### src/verilog/pdo_cfg_pkg.sv
// Constants and types shared by the bit-rate and process-data mapping block
package pdo_cfg_pkg;
	// Register offsets are word indices; byte address is four times the index
	localparam logic [11:0] idx_fixed_rate = 12'h000;
	localparam logic [11:0] idx_auto_rate = 12'h005;
	localparam logic [11:0] idx_activation = 12'h00A;
	localparam logic [11:0] idx_write_prot = 12'h010;
	localparam logic [11:0] idx_restart = 12'h011;
	localparam logic [11:0] idx_active_rate = 12'h012;
	localparam logic [11:0] idx_id_ext = 12'h013;
	localparam logic [11:0] idx_modules = 12'h014;
	localparam logic [11:0] idx_map_count = 12'h020;
	localparam logic [11:0] idx_pdo_base = 12'h040;
	localparam logic [11:0] idx_map_base = 12'h080;
	localparam logic [11:0] idx_dio_base = 12'h100;
	// Field values
	localparam logic [15:0] activation_key = 16'h8000;
	localparam logic [15:0] rate_code_max = 16'h0009;
	localparam logic [15:0] unlock_key = 16'h0001;
	localparam logic [15:0] restart_key = 16'h0001;
	localparam logic [15:0] reset_zero = 16'h0000;
	localparam logic [3:0] max_pdo_bytes = 4'h8;
	localparam int n_pdo = 16;
	localparam int n_default_id = 4;
	localparam int n_ext_id = 11;
	// Dictionary objects holding process data
	localparam logic [15:0] obj_dig_in = 16'h6000;
	localparam logic [15:0] obj_dig_out = 16'h6200;
	localparam logic [15:0] obj_ana_in = 16'h6401;
	localparam logic [15:0] obj_ana_out = 16'h6411;
	localparam logic [15:0] obj_spc_in = 16'h2800;
	localparam logic [15:0] obj_spc_out = 16'h2900;
	// Transfer modes per object
	typedef enum logic [1:0] {mode_event, mode_polled, mode_sync} xfer_mode_e;
	// Data type assigned to a process data object
	typedef enum logic [1:0] {kind_none, kind_digital, kind_analog, kind_special} data_kind_e;
	typedef struct packed {
		logic [7:0] n_dig_in;
		logic [7:0] n_dig_out;
		logic [3:0] n_ana_in;
		logic [3:0] n_ana_out;
		logic [3:0] n_spc_in_bytes;
		logic [3:0] n_spc_out_bytes;
	} module_set_s;
endpackage : pdo_cfg_pkg

### src/verilog/canopen_baud_and_pdo_mapping.sv
// Bit-rate selection, start-up process-data mapping and identifier setup
// What this block does
// - Parameter word 0 holds a rate code; 0 is 1 Mbit/auto, 1..9 fixed rates.
// - The stored code takes effect only when activation word 10 enables it.
// - Objects 1 to 3 carry at most eight data bytes; object 4 takes up to eleven.
// - Digital bits go into objects in physical channel order.
// - The first four analog channels sit in the second object.
// - An object reserved for an absent data type stays empty.
// - Digital data in object 1, analog in object 2, special in object 3.
// - At start-up modules are discovered; types are never mixed in one object.
// - A separate count table at word 0x20 returns the count of mapped entries.
// - Receive and transmit mapping tables are readable by the master.
// - Default identifiers exist for four receive and four transmit objects.
// - Only analog channels beyond four spill into object 4; objects 5 to 16 stay empty.
// - Writing the extension control enables identifiers for objects 5 to 11.
// - Each object identifier can be set individually.
// - Per object, event-driven by default, polled and synchronised selectable.
// - Process data of objects 1 to 3 lives in the default dictionary objects per type; object 4 entries name object 0x0000.
// - Digital channels beyond 64 are not mapped; object 1 stops at eight digital entries.
// - A software restart skips detection; it keeps the active bit rate unless an activated fixed rate replaces it.
`timescale 1ns/1ps
module canopen_baud_and_pdo_mapping #(
	parameter int node_id = 11, // Node address used for default identifiers
	parameter int dig_bits = 64 // Digital channels carried in the image
) (
	input wire logic pclk, // APB clock, 10 MHz
	input wire logic presetn, // Asynchronous reset, active low
	input wire logic psel, // APB select
	input wire logic penable, // APB enable
	input wire logic pwrite, // APB direction
	input wire logic [13:0] paddr, // APB byte address
	input wire logic [31:0] pwdata, // APB write data
	output logic [31:0] prdata, // APB read data
	output logic pready, // APB ready
	output logic pslverr, // APB error on unmapped address
	input wire logic [31:0] module_set_pin, // Attached module inventory, asynchronous
	input wire logic auto_rate_found, // Detector found a rate, asynchronous
	input wire logic [3:0] auto_rate_code, // Rate the detector found
	input wire logic [63:0] dig_in_pin, // Digital inputs, asynchronous
	output logic [3:0] rate_code, // Rate code in use
	output logic rate_valid, // Rate code is settled
	output logic [63:0] dig_out_q, // Digital outputs
	output logic startup_busy // Start-up mapping in progress
);
	// The image and the 11-bit identifier formula serve only these values
	if (dig_bits != 64 || node_id < 1 || node_id > 127)
	begin : g_bad_param
		$error("dig_bits must be 64 and node_id 1 to 127");
	end

	// ---------------------------------------------------------------
	// Synchronisers
	// ---------------------------------------------------------------
	logic [31:0] mod_s1_q, mod_s2_q;
	logic [63:0] din_s1_q, din_s2_q;
	logic [1:0] found_s_q;
	logic [3:0] code_s1_q, code_s2_q;
	always_ff @(posedge pclk or negedge presetn)
		if (!presetn)
		begin
			mod_s1_q <= '0;
			mod_s2_q <= '0;
			din_s1_q <= '0;
			din_s2_q <= '0;
			found_s_q <= '0;
			code_s1_q <= '0;
			code_s2_q <= '0;
		end
		else
		begin
			mod_s1_q <= module_set_pin;
			mod_s2_q <= mod_s1_q;
			din_s1_q <= dig_in_pin;
			din_s2_q <= din_s1_q;
			found_s_q <= {found_s_q[0], auto_rate_found};
			code_s1_q <= auto_rate_code;
			code_s2_q <= code_s1_q;
		end

	// ---------------------------------------------------------------
	// APB decode
	// ---------------------------------------------------------------
	wire [11:0] idx = paddr[13:2];
	wire wr_en = psel && penable && pwrite && pready;
	wire rd_en = psel && penable && !pwrite;
	wire hit_rate = idx == pdo_cfg_pkg::idx_fixed_rate;
	wire hit_auto = idx == pdo_cfg_pkg::idx_auto_rate;
	wire hit_act = idx == pdo_cfg_pkg::idx_activation;
	wire hit_prot = idx == pdo_cfg_pkg::idx_write_prot;
	wire hit_rst = idx == pdo_cfg_pkg::idx_restart;
	wire hit_arate = idx == pdo_cfg_pkg::idx_active_rate;
	wire hit_ext = idx == pdo_cfg_pkg::idx_id_ext;
	wire hit_mods = idx == pdo_cfg_pkg::idx_modules;
	wire hit_cnt = idx[11:5] == pdo_cfg_pkg::idx_map_count[11:5];
	wire hit_pdo = idx[11:6] == pdo_cfg_pkg::idx_pdo_base[11:6];
	wire hit_map = idx[11:6] == pdo_cfg_pkg::idx_map_base[11:6];
	wire hit_dio = idx[11:2] == pdo_cfg_pkg::idx_dio_base[11:2];
	wire hit_any = hit_rate || hit_auto || hit_act || hit_prot || hit_rst || hit_arate || hit_ext
		|| hit_mods || hit_cnt || hit_pdo || hit_map || hit_dio;

	// ---------------------------------------------------------------
	// Parameter table and start-up control
	// ---------------------------------------------------------------
	logic [15:0] fixed_rate_code_q, auto_rate_control_q, fixed_rate_activation_q;
	logic unlocked_q, id_ext_q, cold_q;
	typedef enum {st_detect, st_scan, st_run} boot_e;
	boot_e boot_q;
	logic [3:0] rate_q;
	logic rate_ok_q;
	logic [4:0] scan_q;
	pdo_cfg_pkg::module_set_s mods_q;
	wire pdo_cfg_pkg::module_set_s mods_in = mod_s2_q;
	// Writes to the rate table are ignored while write protection is on
	wire tbl_wr = wr_en && unlocked_q;
	wire restart_wr = wr_en && hit_rst && pwdata[15:0] == pdo_cfg_pkg::restart_key;
	// Fixed rate only counts when activated and within the table
	wire fixed_on = fixed_rate_activation_q == pdo_cfg_pkg::activation_key
		&& fixed_rate_code_q <= pdo_cfg_pkg::rate_code_max;

	always_ff @(posedge pclk or negedge presetn)
		if (!presetn)
		begin
			fixed_rate_code_q <= pdo_cfg_pkg::reset_zero;
			auto_rate_control_q <= pdo_cfg_pkg::reset_zero;
			fixed_rate_activation_q <= pdo_cfg_pkg::reset_zero;
			unlocked_q <= 1'b0;
			id_ext_q <= 1'b0;
		end
		else
		begin
			if (tbl_wr && hit_rate)
				fixed_rate_code_q <= pwdata[15:0];
			if (tbl_wr && hit_auto)
				auto_rate_control_q <= pwdata[15:0];
			if (tbl_wr && hit_act)
				fixed_rate_activation_q <= pwdata[15:0];
			if (wr_en && hit_prot)
				unlocked_q <= pwdata[15:0] == pdo_cfg_pkg::unlock_key;
			if (wr_en && hit_ext)
				id_ext_q <= pwdata[0];
		end

	// Start-up sequencer: rate is chosen first, then modules are scanned
	always_ff @(posedge pclk or negedge presetn)
		if (!presetn)
		begin
			boot_q <= st_detect;
			rate_q <= '0;
			rate_ok_q <= 1'b0;
			cold_q <= 1'b1;
			scan_q <= '0;
			mods_q <= '0;
		end
		else
		begin
			case (boot_q)
				st_detect:
				begin
					// Rate is held from before a software restart
					if (!cold_q)
						boot_q <= st_scan;
					else if (fixed_on)
					begin
						rate_q <= fixed_rate_code_q[3:0];
						rate_ok_q <= 1'b1;
						boot_q <= st_scan;
					end
					else if (found_s_q[1])
					begin
						rate_q <= code_s2_q;
						rate_ok_q <= 1'b1;
						boot_q <= st_scan;
					end
					scan_q <= '0;
				end
				st_scan:
				begin
					// Let the inventory settle through the synchroniser
					scan_q <= scan_q + 5'h01;
					if (scan_q == 5'h03)
					begin
						mods_q <= mods_in;
						boot_q <= st_run;
					end
				end
				st_run:
					if (restart_wr)
					begin
						cold_q <= 1'b0;
						boot_q <= st_detect;
						// An activated fixed rate replaces the old one on restart
						if (fixed_on)
							rate_q <= fixed_rate_code_q[3:0];
					end
				default:
					boot_q <= st_detect;
			endcase
		end

	// ---------------------------------------------------------------
	// Default mapping
	// ---------------------------------------------------------------
	// Object 1 digital, 2 analog, 3 special; types never shared
	function automatic logic [7:0] entries(input logic [7:0] bits, input logic [3:0] ana,
		input logic [3:0] spc, input logic [3:0] obj);
		logic [7:0] n;
		n = 8'h00;
		case (obj)
			4'h1: n = (bits > 8'h40) ? 8'h08 : {3'b000, bits[7:3]} + {7'b0, |bits[2:0]};
			4'h2: n = {4'h0, (ana > 4'h4) ? 4'h4 : ana};
			4'h3: n = {4'h0, (spc > pdo_cfg_pkg::max_pdo_bytes) ? pdo_cfg_pkg::max_pdo_bytes : spc};
			4'h4: n = (ana > 4'h4) ? {4'h0, ana - 4'h4} : 8'h00;
			default: n = 8'h00;
		endcase
		return n;
	endfunction : entries

	// Entry counts per object; index bit 4 selects transmit
	logic [7:0] cnt_rx [0:15];
	logic [7:0] cnt_tx [0:15];
	logic [15:0] pdo_id [0:31];
	logic [1:0] pdo_mode [0:31];
	genvar g;
	generate
		for (g = 0; g < pdo_cfg_pkg::n_pdo; g++)
		begin : g_cnt
			assign cnt_rx[g] = entries(mods_q.n_dig_out, mods_q.n_ana_out, mods_q.n_spc_out_bytes,
				4'(g + 1));
			assign cnt_tx[g] = entries(mods_q.n_dig_in, mods_q.n_ana_in, mods_q.n_spc_in_bytes,
				4'(g + 1));
		end
	endgenerate

	// Object index named by a mapping entry: type object and sub-index
	wire [5:0] msel = idx[5:0];
	wire [3:0] mobj = {1'b0, msel[5:3]};
	wire [7:0] msub = {5'h00, msel[2:0]} + 8'h01;
	wire mtx = paddr[13:2] >= pdo_cfg_pkg::idx_map_base && msel[5];
	logic [15:0] map_obj;
	always_comb
	begin
		map_obj = 16'h0000;
		case (mobj[1:0])
			2'h0: map_obj = mtx ? pdo_cfg_pkg::obj_dig_in : pdo_cfg_pkg::obj_dig_out;
			2'h1: map_obj = mtx ? pdo_cfg_pkg::obj_ana_in : pdo_cfg_pkg::obj_ana_out;
			2'h2: map_obj = mtx ? pdo_cfg_pkg::obj_spc_in : pdo_cfg_pkg::obj_spc_out;
			default: map_obj = 16'h0000;
		endcase
	end
	wire [7:0] mcount = mtx ? cnt_tx[{2'b00, mobj[1:0]}] : cnt_rx[{2'b00, mobj[1:0]}];
	// Digital sub-indices are the object 1 sub-indices unchanged; digital never reaches a later object
	wire [7:0] mdig_sub = msub;
	wire [31:0] map_word = (msub <= mcount) ? {map_obj, mobj[1:0] == 2'h0 ? mdig_sub : msub, 8'h08}
		: 32'h0;

	// ---------------------------------------------------------------
	// Identifiers and transfer modes
	// ---------------------------------------------------------------
	logic [15:0] id_q [0:31];
	logic [1:0] mode_q [0:31];
	logic [31:0] id_set_q;
	wire [4:0] psel_i = idx[4:0];
	function automatic logic [15:0] default_id(input logic [4:0] i, input logic ext);
		logic [3:0] n;
		n = i[3:0];
		// Four per direction by default, seven more when extended
		if (n < 4'(pdo_cfg_pkg::n_default_id))
			return 16'(11'h180 + {n, 7'h00} + (i[4] ? 11'h000 : 11'h080) + 11'(node_id));
		else if (ext && n < 4'(pdo_cfg_pkg::n_ext_id))
			return 16'(11'h1C0 + {n, 6'h00} + (i[4] ? 11'h000 : 11'h020) + 11'(node_id));
		return 16'h8000;
	endfunction : default_id
	always_ff @(posedge pclk or negedge presetn)
		if (!presetn)
		begin
			for (int i = 0; i < 32; i++)
			begin
				id_q[i] <= 16'h0000;
				mode_q[i] <= 2'(pdo_cfg_pkg::mode_event);
			end
			id_set_q <= '0;
		end
		else if (wr_en && hit_pdo && !idx[5])
		begin
			id_q[psel_i] <= pwdata[15:0];
			id_set_q[psel_i] <= 1'b1;
		end
		else if (wr_en && hit_pdo && idx[5] && pwdata[1:0] != 2'b11)
			mode_q[psel_i] <= pwdata[1:0];
	generate
		for (g = 0; g < 32; g++)
		begin : g_id
			assign pdo_id[g] = id_set_q[g] ? id_q[g] : default_id(5'(g), id_ext_q);
			assign pdo_mode[g] = mode_q[g];
		end
	endgenerate

	// ---------------------------------------------------------------
	// Digital image in physical order
	// ---------------------------------------------------------------
	always_ff @(posedge pclk or negedge presetn)
		if (!presetn)
			dig_out_q <= '0;
		else if (wr_en && hit_dio && idx[1:0] == 2'h0)
			dig_out_q[31:0] <= pwdata;
		else if (wr_en && hit_dio && idx[1:0] == 2'h1)
			dig_out_q[63:32] <= pwdata;

	// ---------------------------------------------------------------
	// Read mux and outputs
	// ---------------------------------------------------------------
	logic [31:0] rd_d;
	always_comb
	begin
		rd_d = 32'h0;
		if (hit_rate)
			rd_d = {16'h0, fixed_rate_code_q};
		else if (hit_auto)
			rd_d = {16'h0, auto_rate_control_q};
		else if (hit_act)
			rd_d = {16'h0, fixed_rate_activation_q};
		else if (hit_prot)
			rd_d = {31'h0, unlocked_q};
		else if (hit_rst)
			rd_d = {30'h0, boot_q == st_run, !cold_q};
		else if (hit_arate)
			rd_d = {27'h0, rate_ok_q, rate_q};
		else if (hit_ext)
			rd_d = {31'h0, id_ext_q};
		else if (hit_mods)
			rd_d = mods_q;
		else if (hit_cnt)
			rd_d = {24'h0, idx[4] ? cnt_tx[idx[3:0]] : cnt_rx[idx[3:0]]};
		else if (hit_pdo)
			rd_d = idx[5] ? {30'h0, pdo_mode[psel_i]} : {16'h0, pdo_id[psel_i]};
		else if (hit_map)
			rd_d = map_word;
		else if (hit_dio)
			rd_d = idx[1] ? (idx[0] ? din_s2_q[63:32] : din_s2_q[31:0])
				: (idx[0] ? dig_out_q[63:32] : dig_out_q[31:0]);
	end

	always_ff @(posedge pclk or negedge presetn)
		if (!presetn)
		begin
			prdata <= '0;
			pready <= 1'b0;
			pslverr <= 1'b0;
			rate_code <= '0;
			rate_valid <= 1'b0;
			startup_busy <= 1'b1;
		end
		else
		begin
			// One wait state: answer registered in the first access cycle
			pready <= psel && penable && !pready;
			pslverr <= psel && penable && !pready && !hit_any;
			if (rd_en && !pready)
				prdata <= hit_any ? rd_d : 32'h0;
			rate_code <= rate_q;
			rate_valid <= rate_ok_q;
			startup_busy <= boot_q != st_run;
		end
endmodule : canopen_baud_and_pdo_mapping

### config.mk
export PLATFORM = sky130hd
export DESIGN_NAME = canopen_baud_and_pdo_mapping
export DESIGN_NICKNAME = d
export VERILOG_FILES = /design/src/verilog/pdo_cfg_pkg.sv /design/src/verilog/canopen_baud_and_pdo_mapping.sv
export SDC_FILE = /design/constraint.sdc
export NUM_CORES = 2
export LEC_CHECK = 0
export BUFFER_PORTS_ARGS = -buffer_cell sky130_fd_sc_hd__buf_2
export CORE_MARGIN = 2
export CORE_UTILIZATION = 40
export DETAILED_ROUTE_END_ITERATION = 8
export MAX_ROUTING_LAYER = met4
export PLACE_DENSITY = 0.55
export SLEW_MARGIN = 20
export SYNTH_ARGS = -nofsm -noshare
export SYNTH_HDL_FRONTEND = slang
export SYNTH_SLANG_ARGS = --single-unit
### constraint.sdc
create_clock -name pclk -period 4.9 [get_ports pclk]
set_input_delay 0.49 -clock pclk [delete_from_list [all_inputs] [get_ports pclk]]
set_output_delay 0.49 -clock pclk [all_outputs]
set_load 0.1 [all_outputs]
==> results.ini <==
[floorplanning]
fp-row-count = 121
dieArea_sq_um = 113000
die_x_microns = 336
core_area_sq_um = 109000
die_y_microns = 336
io_pins = 256
floorplan.initialDensity = 0.404

[pwr]
p_leak_nw = 24.8
p_clk_frac = 0.462
vdd_ir_drop_max_mv = 0.311
combPwrFrac = 0.064
pwr-share-seq = 0.474
internal_power_mw = 13.6
swShare = 0.243
powerDensity_nw_per_um2 = 346
netSwitchingPower_mw = 4.35

[setup_path]
path_max_fanout = 5
cp-start-kind = register
critPathMaxStageDelay_ns = 0.47
crit_family = compound AO/OA/AOI/OAI gates
path_buf_inv = 1
path_cells = nor3_1 -> inv_1 -> ha_1 -> xnor2_1 -> nor2_1 -> nor3_1 -> nor3_1 -> a31oi_1 -> ha_1 -> nor2b_1 -> o21a_1 -> o21a_1 -> o21ai_0 -> nand2_1 -> a211oi_1 -> a211oi_1 -> a221oi_1
worstPathArrival_ns = 4.56
required_ns = 5.51
worstSetupEndpointType = register
crit_type = register to register
cpMaxStageDelayCell = nor3_1
cp_common_cell = nor3_1

[drt]
wire_per_inst_microns = 27.2
routed_via_density = 5.80
drt_wl_total_mm = 141
drtPass1Iterations = 6
routed-via-count = 30165
drtIter0Drc = 2580
route.detailed.drc = 0
final_antenna_net_count = 0

[grt]
grt_pass1_wl_mm = 210
grt-ovfl-total = 0
grt_use_total = 0.258
grt_max_degree = 122
antenna_found_initial = 10
first_global_vias = 30464

[clocking]
ctsHoldBuffers = 118
postCtsSetupRepairBufs = 0
cts_tree = yes
clk_latency_ns = 0.75
htree_levels = 3
cts_buffer_depth = 3
cts_sinks = 1009
cts_root_buffer = clkbuf_16
post_cts_resized = 0
cts_made_buffers = 108
path_clk_slew_ns = 0.06

[timing]
fin_ws_ns = 0.945
setup_viol = 0
rsz0062_at_grt = false
maxSlewViolCount = 0
tightest_slew_ns = 1.08
skew_ns = 0.0894
final.period_utilization = 0.807
relSlewSlack = 0.272
hold_violations = 0
period_needed_ns = 3.96
fmax_mhz = 253
fin_setup_tns_ns = 0
hold_ws_ns = 0.126

[synthesis]
yosys_warnings = 0
synthesis.nets = 3559
ys_seq_area_frac = 0.574
syn_inst = 3394
synth_edf_count = 0
synth_seq_cells = 1009
async_flop_share = 1.00
syn_area_sq_um = 44000
ys_types = 75
ys.flop_type = dfrtp_1
avgSynthCellArea_sq_um = 13.0

[cells_and_area]
syn_to_final_growth_pct = 17.5
drive_above_1_share = 0.359
fin_area_sq_um = 51700
layout_common_cells = 1007 x dfrtp_1, 729 x mux2_2, 250 x buf_2
final_common_cell = dfrtp_1
final_cells = 5197
nets = 3864

[place]
placed_area_sq_um = 46900
hpwl_mm = 93.4
dp.cells = 4885
gp_congestion = 0.942
dp_slack_ns = 0.715
portBuffers = 253

[outcome]
status = finished clean

[run]
maxCapViolCount = 0

[min_path]
hp-class = input pin to register

==> metrics by stage <==
step / utilization / total power, mW
floorplan: - / 9.09
global placement: 0.431 / 9.70
detailed placement: 0.431 / 9.70
CTS: 0.474 / 18.1
global route: 0.474 / 18.5
finish: 0.474 / 17.9
==> cell type report <==
cell class	count	area, sq um
fillers	9862	57300
multi-input cells	2069	17500
clock inverters	36	523
diodes	3	7.51
repair buffers	482	3460
flip-flops and latches	1009	25300
well taps	1414	1770
clock buffers	155	3070
inverters	29	110
==> flip-flops by register name, summed over array words and instances (netlist names), 5 cells and up <==
name	cells
auto_rate_control_q	16
dig_out_q	64
din_s1_q	64
din_s2_q	64
fixed_rate_activation_q	16
fixed_rate_code_q	16
id_q	512
id_set_q	32
mod_s1_q	32
mod_s2_q	32
mode_q	64
mods_q	32
prdata	32
scan_q	5
==> layer usage <==
metal / part of all wire / up-vias / wire length [microns] / global-route usage
li1: - / 13085 / - / -
met1: 0.46 / 15948 / 64900 / 0.373
met2: 0.45 / 880 / 63000 / 0.376
met3: 0.056 / 252 / 7970 / 0.0346
met4: 0.037 / 0 / 5280 / 0.0872
met5: 0 / - / 0 / -
==> tightest hold or removal path, stage by stage <==
cell	delay (ns)
buf_2	0.10
nand2_1	0.10
nor2_1	0.05
==> Yosys cell counts, drive strengths merged, types with 6 or more instances <==
cell	n	share of area
a211o	8	0.0016
a211oi	24	0.0041
a21o	10	0.0017
a21oi	107	0.012
a221o	8	0.0018
a221oi	163	0.032
a22o	12	0.0024
a22oi	37	0.0063
a31oi	24	0.0034
and2	24	0.0034
buf	77	0.0084
clkbuf	210	0.018
dfrtp	1007	0.57
ha	13	0.0037
inv	28	0.0024
mux2	731	0.19
mux2i	19	0.0043
mux4	67	0.034
nand2	198	0.018
nand2b	62	0.0088
nand3	30	0.0036
nand4	7	0.00099
nor2	155	0.013
nor2b	50	0.0071
nor3	53	0.0061
nor4	21	0.0041
o211ai	12	0.0020
o21ai	108	0.012
o221ai	21	0.0042
o22ai	16	0.0023
o311ai	6	0.0012
o31ai	9	0.0015
or3	9	0.0014
or4	7	0.0012
==> cells by family after synthesis <==
family	synth area share
mux	0.226
fa+ha+maj	0.00370
buf+inv	0.0288
flops	0.574
simple gates	0.0712
xor+xnor	0.000995
compound gates	0.0960
==> path summary, 6_finish.rpt <==
| path | endpoint | startpoint | slack (ns) | cells after the start |
|---|---|---|---|---|
| max reg2reg | prdata[10] | mods_q[17] | 0.94 | 17 |
| min | pready | penable | 0.13 | 3 |
| max in group asynchronous | id_q[498] | presetn | 3.29 | 3 |
| min in group asynchronous | id_q[370] | presetn | 0.41 | 2 |
| min reg2reg | din_s2_q[15] | din_s1_q[15] | 0.33 | 0 |
| max | prdata[10] | mods_q[17] | 0.94 | 17 |
==> power groups by stage <==
stage / sequential (mW) / combinational, mW / clock, mW
2_1_floorplan: 8.67 / 0.419 / 0
3_5_place_dp: 8.63 / 1.07 / 0
3_3_place_gp: 8.63 / 1.07 / 0
5_1_grt: 8.49 / 1.23 / 8.79
6_report: 8.48 / 1.15 / 8.27
4_1_cts: 8.48 / 1.15 / 8.42
Power figures use the tool's default switching activity.
